$ cat src/hw/exc_params.svh
// constants for the thread exception and notification block
`ifndef EXC_PARAMS_SVH
`define EXC_PARAMS_SVH

// ****************************************************************
// register type and subregister codes
// ****************************************************************
`define REGTYPE_W 4
`define SUBREG_W 5
`define REGTYPE_CTRL 4'h8
`define REGTYPE_NOTIFY 4'h9
`define SUB_WORD0 5'h00
`define SUB_WORD1 5'h04
`define SUB_WORD2 5'h08

// ****************************************************************
// field positions
// ****************************************************************
`define BIT_SINGLE_FLOAT_MODE_BIT 0
`define BIT_MASTER 31
`define BIT_ST_HALT 30
`define BIT_ST_SW 29
`define BIT_ST_ILLEGAL 28
`define BIT_ST_STACK 27
`define BIT_EN_BKPT 15
`define BIT_EN_SW 13
`define BIT_EN_ILLEGAL 12
`define BIT_EN_STACK 11
`define AIP_LSB 3
`define AIP_W 29

// ****************************************************************
// widths and reset values
// ****************************************************************
`define DATA_W 32
`define THREAD_CNT_W 16
`define HOST_CNT_W 1
`define NOTIFY_N 3
`define WORD_RESET 32'h0000_0000
`define AIP_ONE 29'h0000_0001

`endif

$ cat src/hw/exc_pkg.sv
// shared types for the thread exception and notification block
`include "exc_params.svh"

package exc_pkg;

  // architecture register access from the instruction pipeline
  typedef struct packed {
    logic valid;
    logic write;
    logic restore;
    logic [`REGTYPE_W-1:0] regtype;
    logic [`SUBREG_W-1:0] subreg;
    logic [`DATA_W-1:0] wdata;
  } arf_req_s;

  // initial thread state from the dispatcher
  typedef struct packed {
    logic valid;
    logic single_float_mode_bit;
    logic bkpt_en;
    logic sw_en;
    logic illegal_en;
    logic stack_en;
  } dispatch_s;

  // exception events from the pipeline
  typedef struct packed {
    logic bkpt;
    logic ext_halt;
    logic illegal;
    logic stack_ovf;
  } exc_event_s;

  typedef enum logic [1:0] {
    SEL_THREAD_A,
    SEL_HOST,
    SEL_THREAD_B
  } notify_sel_e;

endpackage

$ cat src/hw/notify_counter.sv
// one notification count with wait consumption and stall tracking
`timescale 1ns/100ps
`include "exc_params.svh"

module notify_counter #(
  parameter int WIDTH = `THREAD_CNT_W
) (
  // clock and reset
  input wire logic clock,
  input wire logic rstn,
  // events
  input wire logic notify,
  input wire logic wait_req,
  // context restore
  input wire logic restore_wr,
  input wire logic [WIDTH-1:0] restore_data,
  // state
  output logic [WIDTH-1:0] count_ff,
  output logic stall_ff
);

  logic at_max;

  assign at_max = &count_ff;

  // ****************************************************************
  // count
  // ****************************************************************
  // a notification that meets a waiting thread is consumed at once,
  // so the count stays at zero and the thread is released
  always_ff @(posedge clock or negedge rstn) begin
    if (!rstn) begin
      count_ff <= '0;
    end else if (restore_wr) begin
      count_ff <= restore_data;
    end else if (wait_req && count_ff != '0 && !notify) begin
      count_ff <= count_ff - 1'b1;
    end else if (notify && !stall_ff && !at_max &&
                 !(wait_req && count_ff == '0)) begin
      count_ff <= count_ff + 1'b1;
    end
  end

  // ****************************************************************
  // stall
  // ****************************************************************
  always_ff @(posedge clock or negedge rstn) begin
    if (!rstn) begin
      stall_ff <= 1'b0;
    end else if (notify) begin
      stall_ff <= 1'b0;
    end else if (wait_req && count_ff == '0) begin
      stall_ff <= 1'b1;
    end
  end

endmodule

$ cat src/hw/thread_exception_and_notify_regs.sv
// per-thread exception control and notification registers
`timescale 1ns/100ps
`include "exc_params.svh"

module thread_exception_and_notify_regs
  import exc_pkg::*;
#(
  parameter int THREAD_W = `THREAD_CNT_W,
  parameter int HOST_W = `HOST_CNT_W
) (
  // clock and reset
  input wire logic clock,
  input wire logic rstn,
  // register access from the pipeline
  input wire arf_req_s arf_req,
  output logic [`DATA_W-1:0] rd_data_ff,
  output logic rd_valid_ff,
  // dispatcher
  input wire dispatch_s dispatch,
  // exception events and pointers
  input wire exc_event_s exc_event,
  input wire logic [`DATA_W-1:0] instruction_pointer,
  input wire logic [`DATA_W-1:0] system_routine_entry_pointer,
  // redirect of the instruction pointer
  output logic ip_load_ff,
  output logic [`DATA_W-1:0] ip_load_addr_ff,
  // thread state
  output logic exc_mode_ff,
  output logic single_float_mode_bit_ff,
  output logic msg_float_sideband_ff,
  // notification
  input wire logic [`NOTIFY_N-1:0] notify_in,
  input wire logic wait_valid,
  input wire notify_sel_e wait_sel,
  output logic [`NOTIFY_N-1:0] wait_stall
);

  // ****************************************************************
  // decode
  // ****************************************************************
  logic ctrl_sel;
  logic notify_sel;
  logic wr_word0;
  logic wr_word1;
  logic wr_word2;
  logic nt_wr;
  logic sub_known;

  assign ctrl_sel = arf_req.valid && arf_req.regtype == `REGTYPE_CTRL;
  assign notify_sel = arf_req.valid &&
                      arf_req.regtype == `REGTYPE_NOTIFY;
  assign sub_known = arf_req.subreg == `SUB_WORD0 ||
                     arf_req.subreg == `SUB_WORD1 ||
                     arf_req.subreg == `SUB_WORD2;
  assign wr_word0 = ctrl_sel && arf_req.write &&
                    arf_req.subreg == `SUB_WORD0;
  assign wr_word1 = ctrl_sel && arf_req.write &&
                    arf_req.subreg == `SUB_WORD1;
  assign wr_word2 = ctrl_sel && arf_req.write &&
                    arf_req.subreg == `SUB_WORD2;
  // writes reach the counts only during context restore
  assign nt_wr = notify_sel && arf_req.write && arf_req.restore;

  // ****************************************************************
  // state
  // ****************************************************************
  logic st_halt_ff;
  logic st_sw_ff;
  logic st_illegal_ff;
  logic st_stack_ff;
  logic en_bkpt_ff;
  logic en_sw_ff;
  logic en_illegal_ff;
  logic en_stack_ff;
  logic [`AIP_W-1:0] aip_ff;

  // ****************************************************************
  // exception entry
  // ****************************************************************
  logic sw_raise;
  logic take_sync;
  logic take_sw;
  logic take;
  logic ret;
  logic [`AIP_W-1:0] ip_field;
  logic [`AIP_W-1:0] nxt_aip;

  // clearing the bit while in application code does nothing
  assign sw_raise = wr_word1 && arf_req.wdata[`BIT_ST_SW] &&
                    !exc_mode_ff;
  assign take_sync = (exc_event.bkpt && en_bkpt_ff) ||
                     (exc_event.illegal && en_illegal_ff) ||
                     (exc_event.stack_ovf && en_stack_ff) ||
                     exc_event.ext_halt;
  assign take_sw = sw_raise && en_sw_ff;
  // handler code is never re-entered; its events are only recorded, except a breakpoint, which is dropped
  assign take = !exc_mode_ff && (take_sync || take_sw);
  assign ret = wr_word0 && !arf_req.wdata[`BIT_MASTER] &&
               exc_mode_ff;
  assign ip_field = instruction_pointer[`DATA_W-1:`AIP_LSB];
  // an instruction-bound event keeps its own pointer; a lone software
  // exception resumes after the instruction that raised it
  assign nxt_aip = take_sync ? ip_field :
                   ip_field + `AIP_ONE;

  always_ff @(posedge clock or negedge rstn) begin
    if (!rstn) begin
      aip_ff <= '0;
    end else if (take) begin
      aip_ff <= nxt_aip;
    end else if (wr_word2) begin
      aip_ff <= arf_req.wdata[`DATA_W-1:`AIP_LSB];
    end
  end

  always_ff @(posedge clock or negedge rstn) begin
    if (!rstn) begin
      exc_mode_ff <= 1'b0;
    end else if (take) begin
      exc_mode_ff <= 1'b1;
    end else if (ret) begin
      exc_mode_ff <= 1'b0;
    end
  end

  always_ff @(posedge clock or negedge rstn) begin
    if (!rstn) begin
      ip_load_ff <= 1'b0;
      ip_load_addr_ff <= `WORD_RESET;
    end else begin
      ip_load_ff <= take || ret;
      if (take) begin
        ip_load_addr_ff <= system_routine_entry_pointer;
      end else if (ret) begin
        ip_load_addr_ff <= {aip_ff, {`AIP_LSB{1'b0}}};
      end
    end
  end

  // ****************************************************************
  // status bits
  // ****************************************************************
  // hardware sets after the software write so a set wins a clear
  always_ff @(posedge clock or negedge rstn) begin
    if (!rstn) begin
      st_halt_ff <= 1'b0;
      st_sw_ff <= 1'b0;
      st_illegal_ff <= 1'b0;
      st_stack_ff <= 1'b0;
    end else begin
      if (wr_word1) begin
        st_halt_ff <= arf_req.wdata[`BIT_ST_HALT];
        st_illegal_ff <= arf_req.wdata[`BIT_ST_ILLEGAL];
        st_stack_ff <= arf_req.wdata[`BIT_ST_STACK];
        // a zero in application code leaves the bit alone
        if (exc_mode_ff || arf_req.wdata[`BIT_ST_SW]) begin
          st_sw_ff <= arf_req.wdata[`BIT_ST_SW];
        end
      end
      if (exc_event.ext_halt) begin
        st_halt_ff <= 1'b1;
      end
      // leftover status raises nothing: only events feed entry
      if (exc_event.illegal) begin
        st_illegal_ff <= 1'b1;
      end
      if (exc_event.stack_ovf) begin
        st_stack_ff <= 1'b1;
      end
    end
  end

  // ****************************************************************
  // enables and float mode
  // ****************************************************************
  always_ff @(posedge clock or negedge rstn) begin
    if (!rstn) begin
      en_bkpt_ff <= 1'b0;
      en_sw_ff <= 1'b0;
      en_illegal_ff <= 1'b0;
      en_stack_ff <= 1'b0;
    end else if (dispatch.valid) begin
      en_bkpt_ff <= dispatch.bkpt_en;
      en_sw_ff <= dispatch.sw_en;
      en_illegal_ff <= dispatch.illegal_en;
      en_stack_ff <= dispatch.stack_en;
    end else if (wr_word1) begin
      en_bkpt_ff <= arf_req.wdata[`BIT_EN_BKPT];
      en_sw_ff <= arf_req.wdata[`BIT_EN_SW];
      en_illegal_ff <= arf_req.wdata[`BIT_EN_ILLEGAL];
      en_stack_ff <= arf_req.wdata[`BIT_EN_STACK];
    end
  end

  // the single-precision unit, the message sideband below and word 0 reads use this bit
  always_ff @(posedge clock or negedge rstn) begin
    if (!rstn) begin
      single_float_mode_bit_ff <= 1'b0;
    end else if (dispatch.valid) begin
      single_float_mode_bit_ff <= dispatch.single_float_mode_bit;
    end else if (wr_word0) begin
      single_float_mode_bit_ff <= arf_req.wdata[`BIT_SINGLE_FLOAT_MODE_BIT];
    end
  end

  // follows the mode one cycle late; the switch control keeps
  // messages from leaving inside that cycle
  always_ff @(posedge clock or negedge rstn) begin
    if (!rstn) begin
      msg_float_sideband_ff <= 1'b0;
    end else begin
      msg_float_sideband_ff <= single_float_mode_bit_ff;
    end
  end

  // ****************************************************************
  // notification counts
  // ****************************************************************
  logic [THREAD_W-1:0] cnt_a;
  logic [HOST_W-1:0] cnt_host;
  logic [THREAD_W-1:0] cnt_b;
  logic [`NOTIFY_N-1:0] wait_hit;
  logic [`NOTIFY_N-1:0] restore_hit;

  always_comb begin
    wait_hit = '0;
    restore_hit = '0;
    if (wait_valid) begin
      wait_hit[wait_sel] = 1'b1;
    end
    if (nt_wr) begin
      unique case (arf_req.subreg)
        `SUB_WORD0: restore_hit[SEL_THREAD_A] = 1'b1;
        `SUB_WORD1: restore_hit[SEL_HOST] = 1'b1;
        `SUB_WORD2: restore_hit[SEL_THREAD_B] = 1'b1;
        default: restore_hit = '0;
      endcase
    end
  end

  // counts survive dispatch: reset clears them and restore writes load them
  notify_counter #(.WIDTH(THREAD_W)) u_count_a (
    .clock(clock),
    .rstn(rstn),
    .notify(notify_in[SEL_THREAD_A]),
    .wait_req(wait_hit[SEL_THREAD_A]),
    .restore_wr(restore_hit[SEL_THREAD_A]),
    .restore_data(arf_req.wdata[THREAD_W-1:0]),
    .count_ff(cnt_a),
    .stall_ff(wait_stall[SEL_THREAD_A])
  );

  notify_counter #(.WIDTH(HOST_W)) u_count_host (
    .clock(clock),
    .rstn(rstn),
    .notify(notify_in[SEL_HOST]),
    .wait_req(wait_hit[SEL_HOST]),
    .restore_wr(restore_hit[SEL_HOST]),
    .restore_data(arf_req.wdata[HOST_W-1:0]),
    .count_ff(cnt_host),
    .stall_ff(wait_stall[SEL_HOST])
  );

  notify_counter #(.WIDTH(THREAD_W)) u_count_b (
    .clock(clock),
    .rstn(rstn),
    .notify(notify_in[SEL_THREAD_B]),
    .wait_req(wait_hit[SEL_THREAD_B]),
    .restore_wr(restore_hit[SEL_THREAD_B]),
    .restore_data(arf_req.wdata[THREAD_W-1:0]),
    .count_ff(cnt_b),
    .stall_ff(wait_stall[SEL_THREAD_B])
  );

  // ****************************************************************
  // read path
  // ****************************************************************
  logic [`DATA_W-1:0] nxt_rd_data;

  always_comb begin
    nxt_rd_data = `WORD_RESET;
    if (ctrl_sel && sub_known) begin
      unique case (arf_req.subreg)
        `SUB_WORD0: begin
          nxt_rd_data[`BIT_MASTER] = exc_mode_ff;
          nxt_rd_data[`BIT_SINGLE_FLOAT_MODE_BIT] = single_float_mode_bit_ff;
        end
        `SUB_WORD1: begin
          nxt_rd_data[`BIT_ST_HALT] = st_halt_ff;
          nxt_rd_data[`BIT_ST_SW] = st_sw_ff;
          nxt_rd_data[`BIT_ST_ILLEGAL] = st_illegal_ff;
          nxt_rd_data[`BIT_ST_STACK] = st_stack_ff;
          nxt_rd_data[`BIT_EN_BKPT] = en_bkpt_ff;
          nxt_rd_data[`BIT_EN_SW] = en_sw_ff;
          nxt_rd_data[`BIT_EN_ILLEGAL] = en_illegal_ff;
          nxt_rd_data[`BIT_EN_STACK] = en_stack_ff;
        end
        default: nxt_rd_data[`DATA_W-1:`AIP_LSB] = aip_ff;
      endcase
    end else if (notify_sel && sub_known) begin
      unique case (arf_req.subreg)
        `SUB_WORD0: nxt_rd_data[THREAD_W-1:0] = cnt_a;
        `SUB_WORD1: nxt_rd_data[HOST_W-1:0] = cnt_host;
        default: nxt_rd_data[THREAD_W-1:0] = cnt_b;
      endcase
    end
  end

  always_ff @(posedge clock or negedge rstn) begin
    if (!rstn) begin
      rd_data_ff <= `WORD_RESET;
      rd_valid_ff <= 1'b0;
    end else begin
      rd_valid_ff <= arf_req.valid && !arf_req.write;
      if (arf_req.valid && !arf_req.write) begin
        rd_data_ff <= nxt_rd_data;
      end
    end
  end
endmodule

$ cat config.mk
export PLATFORM = sky130hd
export DESIGN_NAME = thread_exception_and_notify_regs
export DESIGN_NICKNAME = d
export VERILOG_FILES = /design/src/hw/exc_pkg.sv /design/src/hw/notify_counter.sv /design/src/hw/thread_exception_and_notify_regs.sv
export VERILOG_INCLUDE_DIRS = /design/src /design/src/hw
export SDC_FILE = /design/constraint.sdc
export NUM_CORES = 1
export LEC_CHECK = 0
export BUFFER_PORTS_ARGS = -buffer_cell sky130_fd_sc_hd__buf_4
export CAP_MARGIN = 15
export CORE_ASPECT_RATIO = 1.25
export CORE_MARGIN = 2
export CORE_UTILIZATION = 25
export CTS_BUF_LIST = sky130_fd_sc_hd__clkbuf_4
export DETAILED_ROUTE_END_ITERATION = 16
export PLACE_DENSITY = 0.47
export SLEW_MARGIN = 5
export SYNTH_ARGS = -nofsm -noshare
export SYNTH_HDL_FRONTEND = slang
export SYNTH_HIERARCHICAL = 1
export SYNTH_SLANG_ARGS = --single-unit
$ cat constraint.sdc
create_clock -name clock -period 3.6 [get_ports clock]
set_clock_uncertainty 0.05 [all_clocks]
set_input_delay 0.18 -clock clock [delete_from_list [all_inputs] [get_ports clock]]
set_output_delay 0.18 -clock clock [all_outputs]
set_load 0.01 [all_outputs]
==> Implementation_results.wiki, run 1 <==
{| class="wikitable"
! Metric !! Value
|-
| Status || finished clean
|-
| Overall fraction of global-route tracks in use || 0.183
|-
| Nets || 1493
|-
| IR Drop Worst-Case VDD || 0.000182 V
|-
| Layout overhead on the synthesized area || 48.9%
|-
| Total nets after synthesis || 1089
|-
| Number of routed nets with antenna violations || 0
|-
| Post-synth cell types || 69
|-
| Commonest cells after routing, fill and taps aside || 282 x buf_4, 144 x dlygate4sd3_1, 142 x dfrtp_1
|-
| Avg Synthesized Cell Area || 9.54 µm²
|-
| Post-route non-filler standard cell count || 1824
|-
| Post-detailed-route wirelength per cell || 18.5 µm
|-
| Critical Path, Cell by Cell || nor4_2, nand4_1, and2_2, fa_1, a211oi_1, nor2_1, o21a_1, o31ai_1, buf_4, nand2_1, a32o_1, mux2_2
|-
| DR vias || 8796
|-
| Number of register bits inferred by synthesis || 142
|-
| Post-synthesis instance area || 8890 µm²
|-
| Final weighted congestion in routability-driven placement || 0.839
|-
| Main synth FF type || dfrtp_1
|-
| Remaining Overflow, GRT || 0
|-
| Initial standard-cell utilization of the core || 0.253
|-
| Type of destination of the critical path || register
|-
| Critical Path Source Type || register
|-
| Async set or reset register ratio after synthesis || 1.00
|-
| Highest net fanout along the worst path || 10
|-
| Type of the worst setup path || reg -> reg
|-
| Post-detailed-routing wire length || 33700 µm
|-
| Leakage power || 6.30 nW
|-
| Router iterations before antenna repair || 5
|-
| Overall die area || 37100 µm²
|-
| Final worst slack || 0.218 ns
|-
| Number of setup violations in the final report || 0
|-
| Setup slack after placement || 0.0585 ns
|-
| Share of the clock period used by the worst path after layout || 0.940
|-
| Timing-limited maximum frequency || 0.296 GHz
|-
| Sequential-to-total area share from yosys stat || 0.400
|-
| Classification of the worst-slack hold path || in -> reg
|-
| Chip Width || 173 µm
|-
| H-tree levels || 4
|-
| Crit path max-delay cell type || fa_1
|-
| Area of the multi-input gates || 5100 µm²
|-
| Floorplan row count || 77
|-
| PortBufs || 194
|-
| Leading cell type in the layout, fill and taps excluded || buf_4
|-
| Critical Path RT || 4.06 ns
|-
| Delay of the slowest cell on the worst path || 0.45 ns
|-
| Dpl cells || 1645
|-
| Power per unit of standard cell area || 399 nW/µm²
|-
| Number of antenna violations at the first check in global routing || 1
|-
| Via count of the first global-routing pass || 9148
|-
| Detail Placement HPWL || 24600 µm
|-
| Via-to-Cell Ratio || 4.82
|-
| Core Area || 35200 µm²
|-
| Fin Setup TNS || 0 ns
|-
| Drc violations || 0
|-
| Final Hold Vio Count || 0
|-
| Number of max-slew violations in the final report || 0
|-
| Unrepaired setup endpoints after global routing || false
|-
| Number of maximum-capacitance constraint violations || 0
|-
| Slew HR || 0.334
|-
| Total power || 5.28 mW
|-
| Die boundary height || 215 µm
|-
| Clk Tree Root Cell || clkbuf_4
|-
| Number of I/O pins || 198
|-
| Maximum number of pins on one net before global-route repair || 91
|-
| First-pass GRT wire length || 53000 µm
|-
| Clock transition at the registers of the reported paths || 0.15 ns
|-
| CTS tree || yes
|-
| Layout cells sized above 1 || 0.288
|-
| Number of CTS-inserted buffers || 17
|-
| Number of synthesized flops with an enable pin || 0
|-
| Clock latency on the worst-skew pair || 0.61 ns
|-
| Worst slew pin tran || 0.996 ns
|-
| Drt first-iter violations || 473
|-
| Filler cell count || 3661
|-
| Warnings from Yosys || 6
|-
| Number of sinks driven by the clock tree || 142
|-
| Post-route minimum period || 3.38 ns
|-
| Maximum clock path buffer count || 2
|-
| FF+latch area || 3550 µm²
|-
| WP data arrival || 3.85 ns
|-
| Post-synthesis instance total || 932
|}
critical path: cells and delay by family, from the launching register on:
family	cells	cell delay [ns]
buffers and inverters	1	0.17
multiplexers	1	0.25
adder cells (fa/ha/maj)	1	0.45
AO/OA/AOI/OAI	4	0.87
flip-flops	1	0.43
AND/OR/NAND/NOR	5	1.08
worst paths after layout:
kind / from / to / slack [ns] / cells after the start
max: u_count_a/count_ff[3] / u_count_a/count_ff[14] / 0.22 / 12
min: arf_req[39] / rd_data_ff[0] / 0.11 / 4
max reg2reg: u_count_a/count_ff[3] / u_count_a/count_ff[14] / 0.22 / 12
min reg2reg: single_float_mode_bit_ff / msg_float_sideband_ff / 0.41 / 0
max in group asynchronous: rstn / rd_data_ff[8] / 2.52 / 3
min in group asynchronous: rstn / aip_ff[14] / 0.16 / 2
cells in the mapped netlist (3+ instances only):
cell,number,share of area
and4_1,3,0.0030
clkbuf_1,18,0.0076
nor3b_1,9,0.0076
nand2b_1,10,0.0070
or3_1,5,0.0035
nand2_1,113,0.048
mux2_2,40,0.051
a21o_1,41,0.035
nand4_1,19,0.013
dfrtp_1,142,0.40
ha_1,29,0.041
o21ai_0,41,0.023
xnor2_1,40,0.039
a211oi_1,8,0.0068
a22o_1,58,0.057
nor4_1,16,0.011
buf_1,3,0.0013
nand3_1,14,0.0079
a21oi_1,60,0.034
or2_2,7,0.0049
o21a_1,4,0.0034
a22oi_1,14,0.012
nor2_1,67,0.028
and2_1,9,0.0063
nor3_1,14,0.0079
inv_1,15,0.0063
a31oi_1,5,0.0035
and3b_1,3,0.0030
a222oi_1,4,0.0045
mux2i_1,19,0.021
nand3b_1,8,0.0068
a221o_1,3,0.0034
xor2_1,6,0.0059
buf_2,19,0.011
nor2b_1,7,0.0049
o31ai_1,4,0.0034
report_power, final:
group	internal [mW]	switching (mW)	leakage, nW
registers	1.79	0.137	1.80
clock network	0.492	0.695	0.162
logic	1.13	1.03	4.33
total	3.42	1.86	6.30
cells by family after synthesis:
kind of cell    synth area share
simple gates               0.183
compound gates             0.224
flops                      0.400
buf+inv                   0.0301
mux                       0.0721
xor+xnor                  0.0453
fa+ha+maj                 0.0453
per-layer routing:
metal	share of wire	track usage	vias up	routed length, µm
met3	0.038	0.0301	31	1290
met2	0.51	0.332	202	17200
met5	0	0	-	0
met4	0.017	0.0462	0	571
met1	0.43	0.223	4296	14600
li1	-	-	4267	-
registers in the layout, summed over array words and instances, names as in the netlist, 16 cells and up:
| signal | cells |
|---|---|
| u_count_b/count_ff | 16 |
| aip_ff | 29 |
| rd_data_ff | 32 |
| ip_load_addr_ff | 32 |
| u_count_a/count_ff | 16 |
final cells by class:
| cell class | count | share of cell area |
|---|---|---|
| Antenna cell | 1 | 0.000189 |
| Multi-Input combinational cell | 731 | 0.386 |
| Inverter | 15 | 0.00426 |
| Tap cell | 474 | 0.0448 |
| Clock buffer | 17 | 0.00965 |
| Timing Repair Buffer | 429 | 0.273 |
| Clock inverter | 15 | 0.0139 |
| Sequential cell | 142 | 0.269 |
per-stage QoR:
step,util,instance area (µm²),hold slack [ns]
2_1_floorplan,-,8890,-0.166
3_3_place_gp,0.325,11400,0.279
3_5_place_dp,0.325,11400,0.272
4_1_cts,0.375,13200,0.0506
5_1_grt,0.376,13200,0.0531
6_report,0.376,13200,0.105
timing repair:
action,CTS,global route
hold buffers,144,0
endpoints found under the setup margin,0,16
resized for setup,0,8
hold endpoints to repair,197,0
setup buffers,0,2
No activity file was read; power rests on OpenSTA's default activity.
==> run 2, diff against run 1 <==
--- a/config.mk
+++ b/config.mk
@@ -14,6 +14,7 @@
 export CTS_BUF_LIST = sky130_fd_sc_hd__clkbuf_4
 export DETAILED_ROUTE_END_ITERATION = 16
 export PLACE_DENSITY = 0.47
+export RECOVER_POWER = 100
 export SLEW_MARGIN = 5
 export SYNTH_ARGS = -nofsm -noshare
 export SYNTH_HDL_FRONTEND = slang
==> Implementation_results.wiki, run 2 (synthesis gave the netlist of run 1 again) <==
{| class="wikitable"
! Metric !! Value
|-
| Status || complete, but fails checks (was finished clean)
|-
| Failing checks || max-capacitance violations, max-slew violations
|-
| Leading cell type in the layout, fill and taps excluded || buf_4 (unchanged)
|-
| H-tree levels || 4 (unchanged)
|-
| Setup slack, reg-to-reg || 0.23 ns (was 0.22 ns)
|-
| Unrepaired setup endpoints after global routing || false (unchanged)
|-
| Post-route minimum period || 3.37 ns (was 3.38 ns)
|-
| Maximum clock path buffer count || 2 (unchanged)
|-
| Final worst slack || 0.229 ns (was 0.218 ns)
|-
| Timing-limited maximum frequency || 0.297 GHz (was 0.296 GHz)
|-
| Number of max-slew violations in the final report || 87 (was 0)
|-
| Number of setup violations in the final report || 0 (unchanged)
|-
| Detail Placement HPWL || 24600 µm (unchanged)
|-
| Initial standard-cell utilization of the core || 0.253 (unchanged)
|-
| Fin Setup TNS || 0 ns (unchanged)
|-
| Number of maximum-capacitance constraint violations || 1 (was 0)
|-
| Post-detailed-route wirelength per cell || 18.5 µm (about the same)
|-
| Number of CTS-inserted buffers || 17 (unchanged)
|-
| Power per unit of standard cell area || 408 nW/µm² (was 399 nW/µm²)
|-
| Remaining Overflow, GRT || 0 (unchanged)
|-
| Clock transition at the registers of the reported paths || 0.15 ns (about the same)
|-
| Commonest cells after routing, fill and taps aside || 192 x buf_4, 144 x dlygate4sd3_1, 142 x dfrtp_1 (was 282 x buf_4, 144 x dlygate4sd3_1, 142 x dfrtp_1)
|-
| CTS tree || yes (unchanged)
|-
| Number of I/O pins || 198 (unchanged)
|-
| Chip Width || 173 µm (unchanged)
|-
| Post-detailed-routing wire length || 33800 µm (was 33700 µm)
|-
| Share of the clock period used by the worst path after layout || 0.936 (was 0.940)
|-
| Worst reg2reg startpoint || u_count_a/count_ff[3] (unchanged)
|-
| Via count of the first global-routing pass || 9148 (unchanged)
|-
| Maximum number of pins on one net before global-route repair || 91 (unchanged)
|-
| Layout cells sized above 1 || 0.218 (was 0.288)
|-
| Die boundary height || 215 µm (unchanged)
|-
| Total placed instance area || 11400 µm² (unchanged)
|-
| Floorplan row count || 77 (unchanged)
|-
| Number of sinks driven by the clock tree || 142 (unchanged)
|-
| Drt first-iter violations || 451 (was 473)
|-
| Top Registers || ip_load_addr_ff x32, rd_data_ff x32, aip_ff x29 (unchanged)
|-
| Setup slack after placement || 0.0585 ns (unchanged)
|-
| Layout overhead on the synthesized area || 44.1% (was 48.9%)
|-
| Nets || 1493 (unchanged)
|-
| Critical Path Source Type || register (unchanged)
|-
| R2r endpoint || u_count_a/count_ff[14] (unchanged)
|-
| FF+latch area || 3550 µm² (unchanged)
|-
| WP data arrival || 3.83 ns (was 3.85 ns)
|-
| Number of antenna violations at the first check in global routing || 1 (unchanged)
|-
| Leakage power || 5.93 nW (was 6.30 nW)
|-
| Finished Core Util || 0.364 (was 0.376)
|-
| First-pass GRT wire length || 53000 µm (unchanged)
|-
| Total power || 5.23 mW (was 5.28 mW)
|-
| Classification of the worst-slack hold path || in -> reg (unchanged)
|-
| Final Hold Vio Count || 0 (unchanged)
|-
| Layout Cell Area excl Fill || 12800 µm² (was 13200 µm²)
|-
| Critical path launch point || u_count_a/count_ff[3] (unchanged)
|-
| Type of destination of the critical path || register (unchanged)
|-
| Reg2Reg Depth || 12 (unchanged)
|-
| Filler cell count || 3757 (was 3661)
|-
| Drc violations || 0 (unchanged)
|-
| Router iterations before antenna repair || 7 (was 5)
|-
| Critical Path RT || 4.06 ns (about the same)
|-
| Clock latency on the worst-skew pair || 0.60 ns (was 0.61 ns)
|-
| DR vias || 8823 (was 8796)
|-
| IR Drop Worst-Case VDD || 0.000181 V (was 0.000182 V)
|-
| Worst slew pin tran || 2.35 ns (was 0.996 ns)
|-
| Overall fraction of global-route tracks in use || 0.183 (unchanged)
|-
| Overall die area || 37100 µm² (unchanged)
|-
| Number of routed nets with antenna violations || 0 (unchanged)
|-
| Slew HR || -0.566 (was 0.334)
|-
| Area of the multi-input gates || 5030 µm² (was 5100 µm²)
|-
| Clk Tree Root Cell || clkbuf_4 (unchanged)
|-
| PortBufs || 194 (unchanged)
|-
| Highest net fanout along the worst path || 10 (unchanged)
|-
| Type of the worst setup path || reg -> reg (unchanged)
|-
| Termination of the worst setup path || u_count_a/count_ff[14] (unchanged)
|-
| Via-to-Cell Ratio || 4.84 (was 4.82)
|-
| Core Area || 35200 µm² (unchanged)
|-
| Final weighted congestion in routability-driven placement || 0.839 (unchanged)
|}
[run 2: final cells by class]
| cell class | count | share of cell area |
|---|---|---|
| Inverter | 15 | 0.00440 |
| Clock inverter | 15 | 0.0144 |
| Antenna cell | 1 | 0.000195 |
| Tap cell | 474 | 0.0463 |
| Clock buffer | 17 | 0.00997 |
| Multi-Input combinational cell | 731 | 0.392 |
| Sequential cell | 142 | 0.277 |
| Timing Repair Buffer | 429 | 0.255 |
[run 2: metrics by stage]
| step | instances | hold WS, ns |
|---|---|---|
| 6_report | 1824 | 0.106 |
| 5_1_grt | 1824 | 0.0531 |
| 2_1_floorplan | 932 | -0.166 |
| 3_5_place_dp | 1645 | 0.272 |
| 3_3_place_gp | 1645 | 0.279 |
| 4_1_cts | 1821 | 0.0506 |
[run 2: worst min path at each step]
stage	cells after the start	endpoint	startpoint	slack, ns
2_1_floorplan	0	aip_ff[0]	rstn	-0.17
3_3_place_gp	1	ip_load_addr_ff[16]	rstn	0.28
3_5_place_dp	1	ip_load_addr_ff[11]	rstn	0.27
4_1_cts	4	u_count_host/count_ff	wait_sel[1]	0.05
5_1_grt	4	rd_data_ff[0]	arf_req[39]	0.05
6_report	4	rd_data_ff[0]	arf_req[39]	0.11
[run 2: routing by layer]
| metal | up-vias | GRT usage | wire length, µm |
|---|---|---|---|
| met5 | - | 0 | 0 |
| met4 | 0 | 0.0462 | 580 |
| met3 | 31 | 0.0301 | 1270 |
| met2 | 218 | 0.332 | 17100 |
| met1 | 4302 | 0.223 | 14800 |
| li1 | 4272 | - | - |
[run 2: what timing repair did]
item                                    in CTS  in global routing
setup buffers                                0                  2
hold buffers                               144                  0
endpoints found under the hold margin      197                  0
endpoints found under the setup margin       0                 16
gates resized for setup                      0                  8
[run 2: critical path, stage by stage, from the launching register on]
cell,delay (ns)
dfrtp_1,0.43
nor4_2,0.35
nand4_1,0.24
and2_2,0.33
fa_1,0.45
a211oi_1,0.25
nor2_1,0.10
o21a_1,0.19
o31ai_1,0.20
buf_4,0.17
nand2_1,0.05
a32o_1,0.22
mux2_2,0.25
[run 2: power breakdown]
| group | internal, mW | switching [mW] |
|---|---|---|
| Clock | 0.492 | 0.695 |
| Combinational | 1.09 | 1.02 |
| Sequential | 1.79 | 0.137 |
| Total | 3.37 | 1.85 |
==> run 3, diff against run 2 <==
--- a/config.mk
+++ b/config.mk
@@ -9,7 +9,7 @@
 export BUFFER_PORTS_ARGS = -buffer_cell sky130_fd_sc_hd__buf_4
 export CAP_MARGIN = 15
 export CORE_ASPECT_RATIO = 1.25
-export CORE_MARGIN = 2
+export CORE_MARGIN = 4
 export CORE_UTILIZATION = 25
 export CTS_BUF_LIST = sky130_fd_sc_hd__clkbuf_4
 export DETAILED_ROUTE_END_ITERATION = 16
==> Implementation_results.wiki, run 3 (synthesis gave the netlist of run 1 again) <==
{| class="wikitable"
! Metric !! Value
|-
| Fin Setup TNS || 0 ns (unchanged)
|-
| Number of routed nets with antenna violations || 0 (unchanged)
|-
| Status || complete, but fails checks (unchanged)
|-
| Post-detailed-routing wire length || 33600 µm (was 33800 µm)
|-
| Critical Path RT || 4.03 ns (was 4.06 ns)
|-
| Final weighted congestion in routability-driven placement || 0.832 (was 0.839)
|-
| Drc violations || 0 (unchanged)
|-
| Number of I/O pins || 198 (unchanged)
|-
| Final Hold Vio Count || 0 (unchanged)
|-
| Share of the clock period used by the worst path after layout || 0.956 (was 0.936)
|-
| Leakage power || 5.88 nW (was 5.93 nW)
|-
| Failing checks || max-capacitance violations, max-slew violations (unchanged)
|-
| Final worst slack || 0.160 ns (was 0.229 ns)
|-
| Overall fraction of global-route tracks in use || 0.171 (was 0.183)
|-
| Overall die area || 38600 µm² (was 37100 µm²)
|-
| Maximum clock path buffer count || 2 (unchanged)
|-
| Power per unit of standard cell area || 403 nW/µm² (was 408 nW/µm²)
|-
| Timing-limited maximum frequency || 0.291 GHz (was 0.297 GHz)
|-
| IR Drop Worst-Case VDD || 0.000184 V (was 0.000181 V)
|-
| Number of setup violations in the final report || 0 (unchanged)
|-
| Initial standard-cell utilization of the core || 0.255 (was 0.253)
|-
| Floorplan row count || 76 (was 77)
|-
| Number of CTS-inserted buffers || 17 (unchanged)
|-
| Leading cell type in the layout, fill and taps excluded || buf_4 (unchanged)
|-
| Number of sinks driven by the clock tree || 142 (unchanged)
|-
| Number of antenna violations at the first check in global routing || 3 (was 1)
|-
| Maximum number of pins on one net before global-route repair || 84 (was 91)
|-
| Slew HR || -0.487 (was -0.566)
|-
| PortBufs || 194 (unchanged)
|-
| Critical path launch point || u_count_b/count_ff[8] (was u_count_a/count_ff[3])
|-
| Post-detailed-route wirelength per cell || 18.6 µm (was 18.5 µm)
|-
| Type of destination of the critical path || register (unchanged)
|-
| Router iterations before antenna repair || 5 (was 7)
|-
| Number of max-slew violations in the final report || 146 (was 87)
|-
| First-pass GRT wire length || 51800 µm (was 53000 µm)
|-
| Classification of the worst-slack hold path || in -> reg (unchanged)
|-
| Critical Path Source Type || register (unchanged)
|-
| Post-route minimum period || 3.44 ns (was 3.37 ns)
|-
| Via count of the first global-routing pass || 9026 (was 9148)
|-
| Number of maximum-capacitance constraint violations || 4 (was 1)
|-
| Top Registers || ip_load_addr_ff x32, rd_data_ff x32, aip_ff x29 (unchanged)
|-
| Remaining Overflow, GRT || 0 (unchanged)
|-
| Core Area || 34800 µm² (was 35200 µm²)
|-
| Clock latency on the worst-skew pair || 0.58 ns (was 0.60 ns)
|-
| Chip Width || 177 µm (was 173 µm)
|-
| Drt first-iter violations || 537 (was 451)
|-
| WP data arrival || 3.87 ns (was 3.83 ns)
|-
| CTS tree || yes (unchanged)
|-
| Die boundary height || 219 µm (was 215 µm)
|-
| Clock transition at the registers of the reported paths || 0.13 ns (was 0.15 ns)
|-
| H-tree levels || 4 (unchanged)
|-
| Setup slack after placement || 0.0236 ns (was 0.0585 ns)
|-
| Worst slew pin tran || 2.23 ns (was 2.35 ns)
|-
| Commonest cells after routing, fill and taps aside || 190 x buf_4, 142 x dfrtp_1, 135 x dlygate4sd3_1 (was 192 x buf_4, 144 x dlygate4sd3_1, 142 x dfrtp_1)
|-
| Detail Placement HPWL || 25100 µm (was 24600 µm)
|-
| Nets || 1479 (was 1493)
|-
| Unrepaired setup endpoints after global routing || false (unchanged)
|-
| Launch point of the worst hold path || arf_req[37] (was arf_req[39])
|-
| Via-to-Cell Ratio || 4.83 (was 4.84)
|-
| Worst reg2reg startpoint || u_count_b/count_ff[8] (was u_count_a/count_ff[3])
|-
| Highest net fanout along the worst path || 10 (unchanged)
|-
| Type of the worst setup path || reg -> reg (unchanged)
|-
| Layout cells sized above 1 || 0.221 (was 0.218)
|-
| Clk Tree Root Cell || clkbuf_4 (unchanged)
|-
| Layout overhead on the synthesized area || 43.0% (was 44.1%)
|-
| DR vias || 8712 (was 8823)
|}
## run 3: cell count changes in the layout (fill, tap and decap cells not counted), moves of 3 or more
| cell | previous run | this run |
|---|---|---|
| clkbuf_1 | 86 | 80 |
| clkbuf_4 | 20 | 23 |
| dlygate4sd3_1 | 144 | 135 |
| inv_6 | 6 | 1 |
| nor4_1 | 17 | 14 |
## run 3: final cells by class
type / count / area, µm²
antenna: 2 / 5.00
clock buffer: 19 / 143
clock inverter: 12 / 145
fill: 3689 / 22100
inverter: 15 / 56.3
multi-input combinational: 731 / 5060
sequential: 142 / 3550
tap: 468 / 586
timing repair buffer: 415 / 3150
## run 3: what timing repair did
action                                  4_1_cts  5_1_grt
hold buffers                                135        0
resized for setup                             0        6
setup buffers                                 0        2
hold endpoints to repair                    190        0
endpoints found under the setup margin        0       15
## run 3: where the power goes
part	leakage, nW	switching, mW	internal [mW]	total, mW
Sequential	1.80	0.165	1.79	1.95
Combinational	3.92	0.989	1.06	2.05
Clock	0.154	0.628	0.487	1.12
Total	5.88	1.78	3.34	5.12
## run 3: worst max-delay path, cell delays in order (launching register included)
cell and delay, ns:
dfrtp_1 0.43, clkbuf_1 0.24, nand4_1 0.15, or4_1 0.50, and3_4 0.20, o21ai_0 1.19, or3_1 0.22, mux2i_1 0.07
a211o_1 0.27
## run 3: path summary, 6_finish.rpt
kind | end | slack (ns) | depth (start not counted)
worst min register to register | msg_float_sideband_ff | 0.41 | 0
worst max register to register | u_count_b/count_ff[7] | 0.16 | 8
max in group asynchronous | single_float_mode_bit_ff | 0.85 | 3
worst min-delay path | rd_data_ff[1] | 0.07 | 4
min in group asynchronous | aip_ff[14] | 0.75 | 2
worst max-delay path | u_count_b/count_ff[7] | 0.16 | 8
## run 3: metrics by stage
stage	total power [mW]	util	cell area, µm²	instances	hold slack, ns
finish	5.12	0.365	12700	1804	0.0672
global route	5.45	0.365	12700	1804	0.0351
CTS	5.19	0.374	13000	1800	0.0228
detailed placement	3.93	0.327	11400	1634	0.263
global placement	3.93	0.327	11400	1634	0.258
floorplan	2.99	-	8890	932	-0.166
## run 3: per-layer routing
metal | up-vias | wire length, µm | track usage
li1 | 4253 | - | -
met1 | 4234 | 14400 | 0.216
met2 | 206 | 17300 | 0.309
met3 | 19 | 1510 | 0.0300
met4 | 0 | 306 | 0.0315
met5 | - | 0 | 0
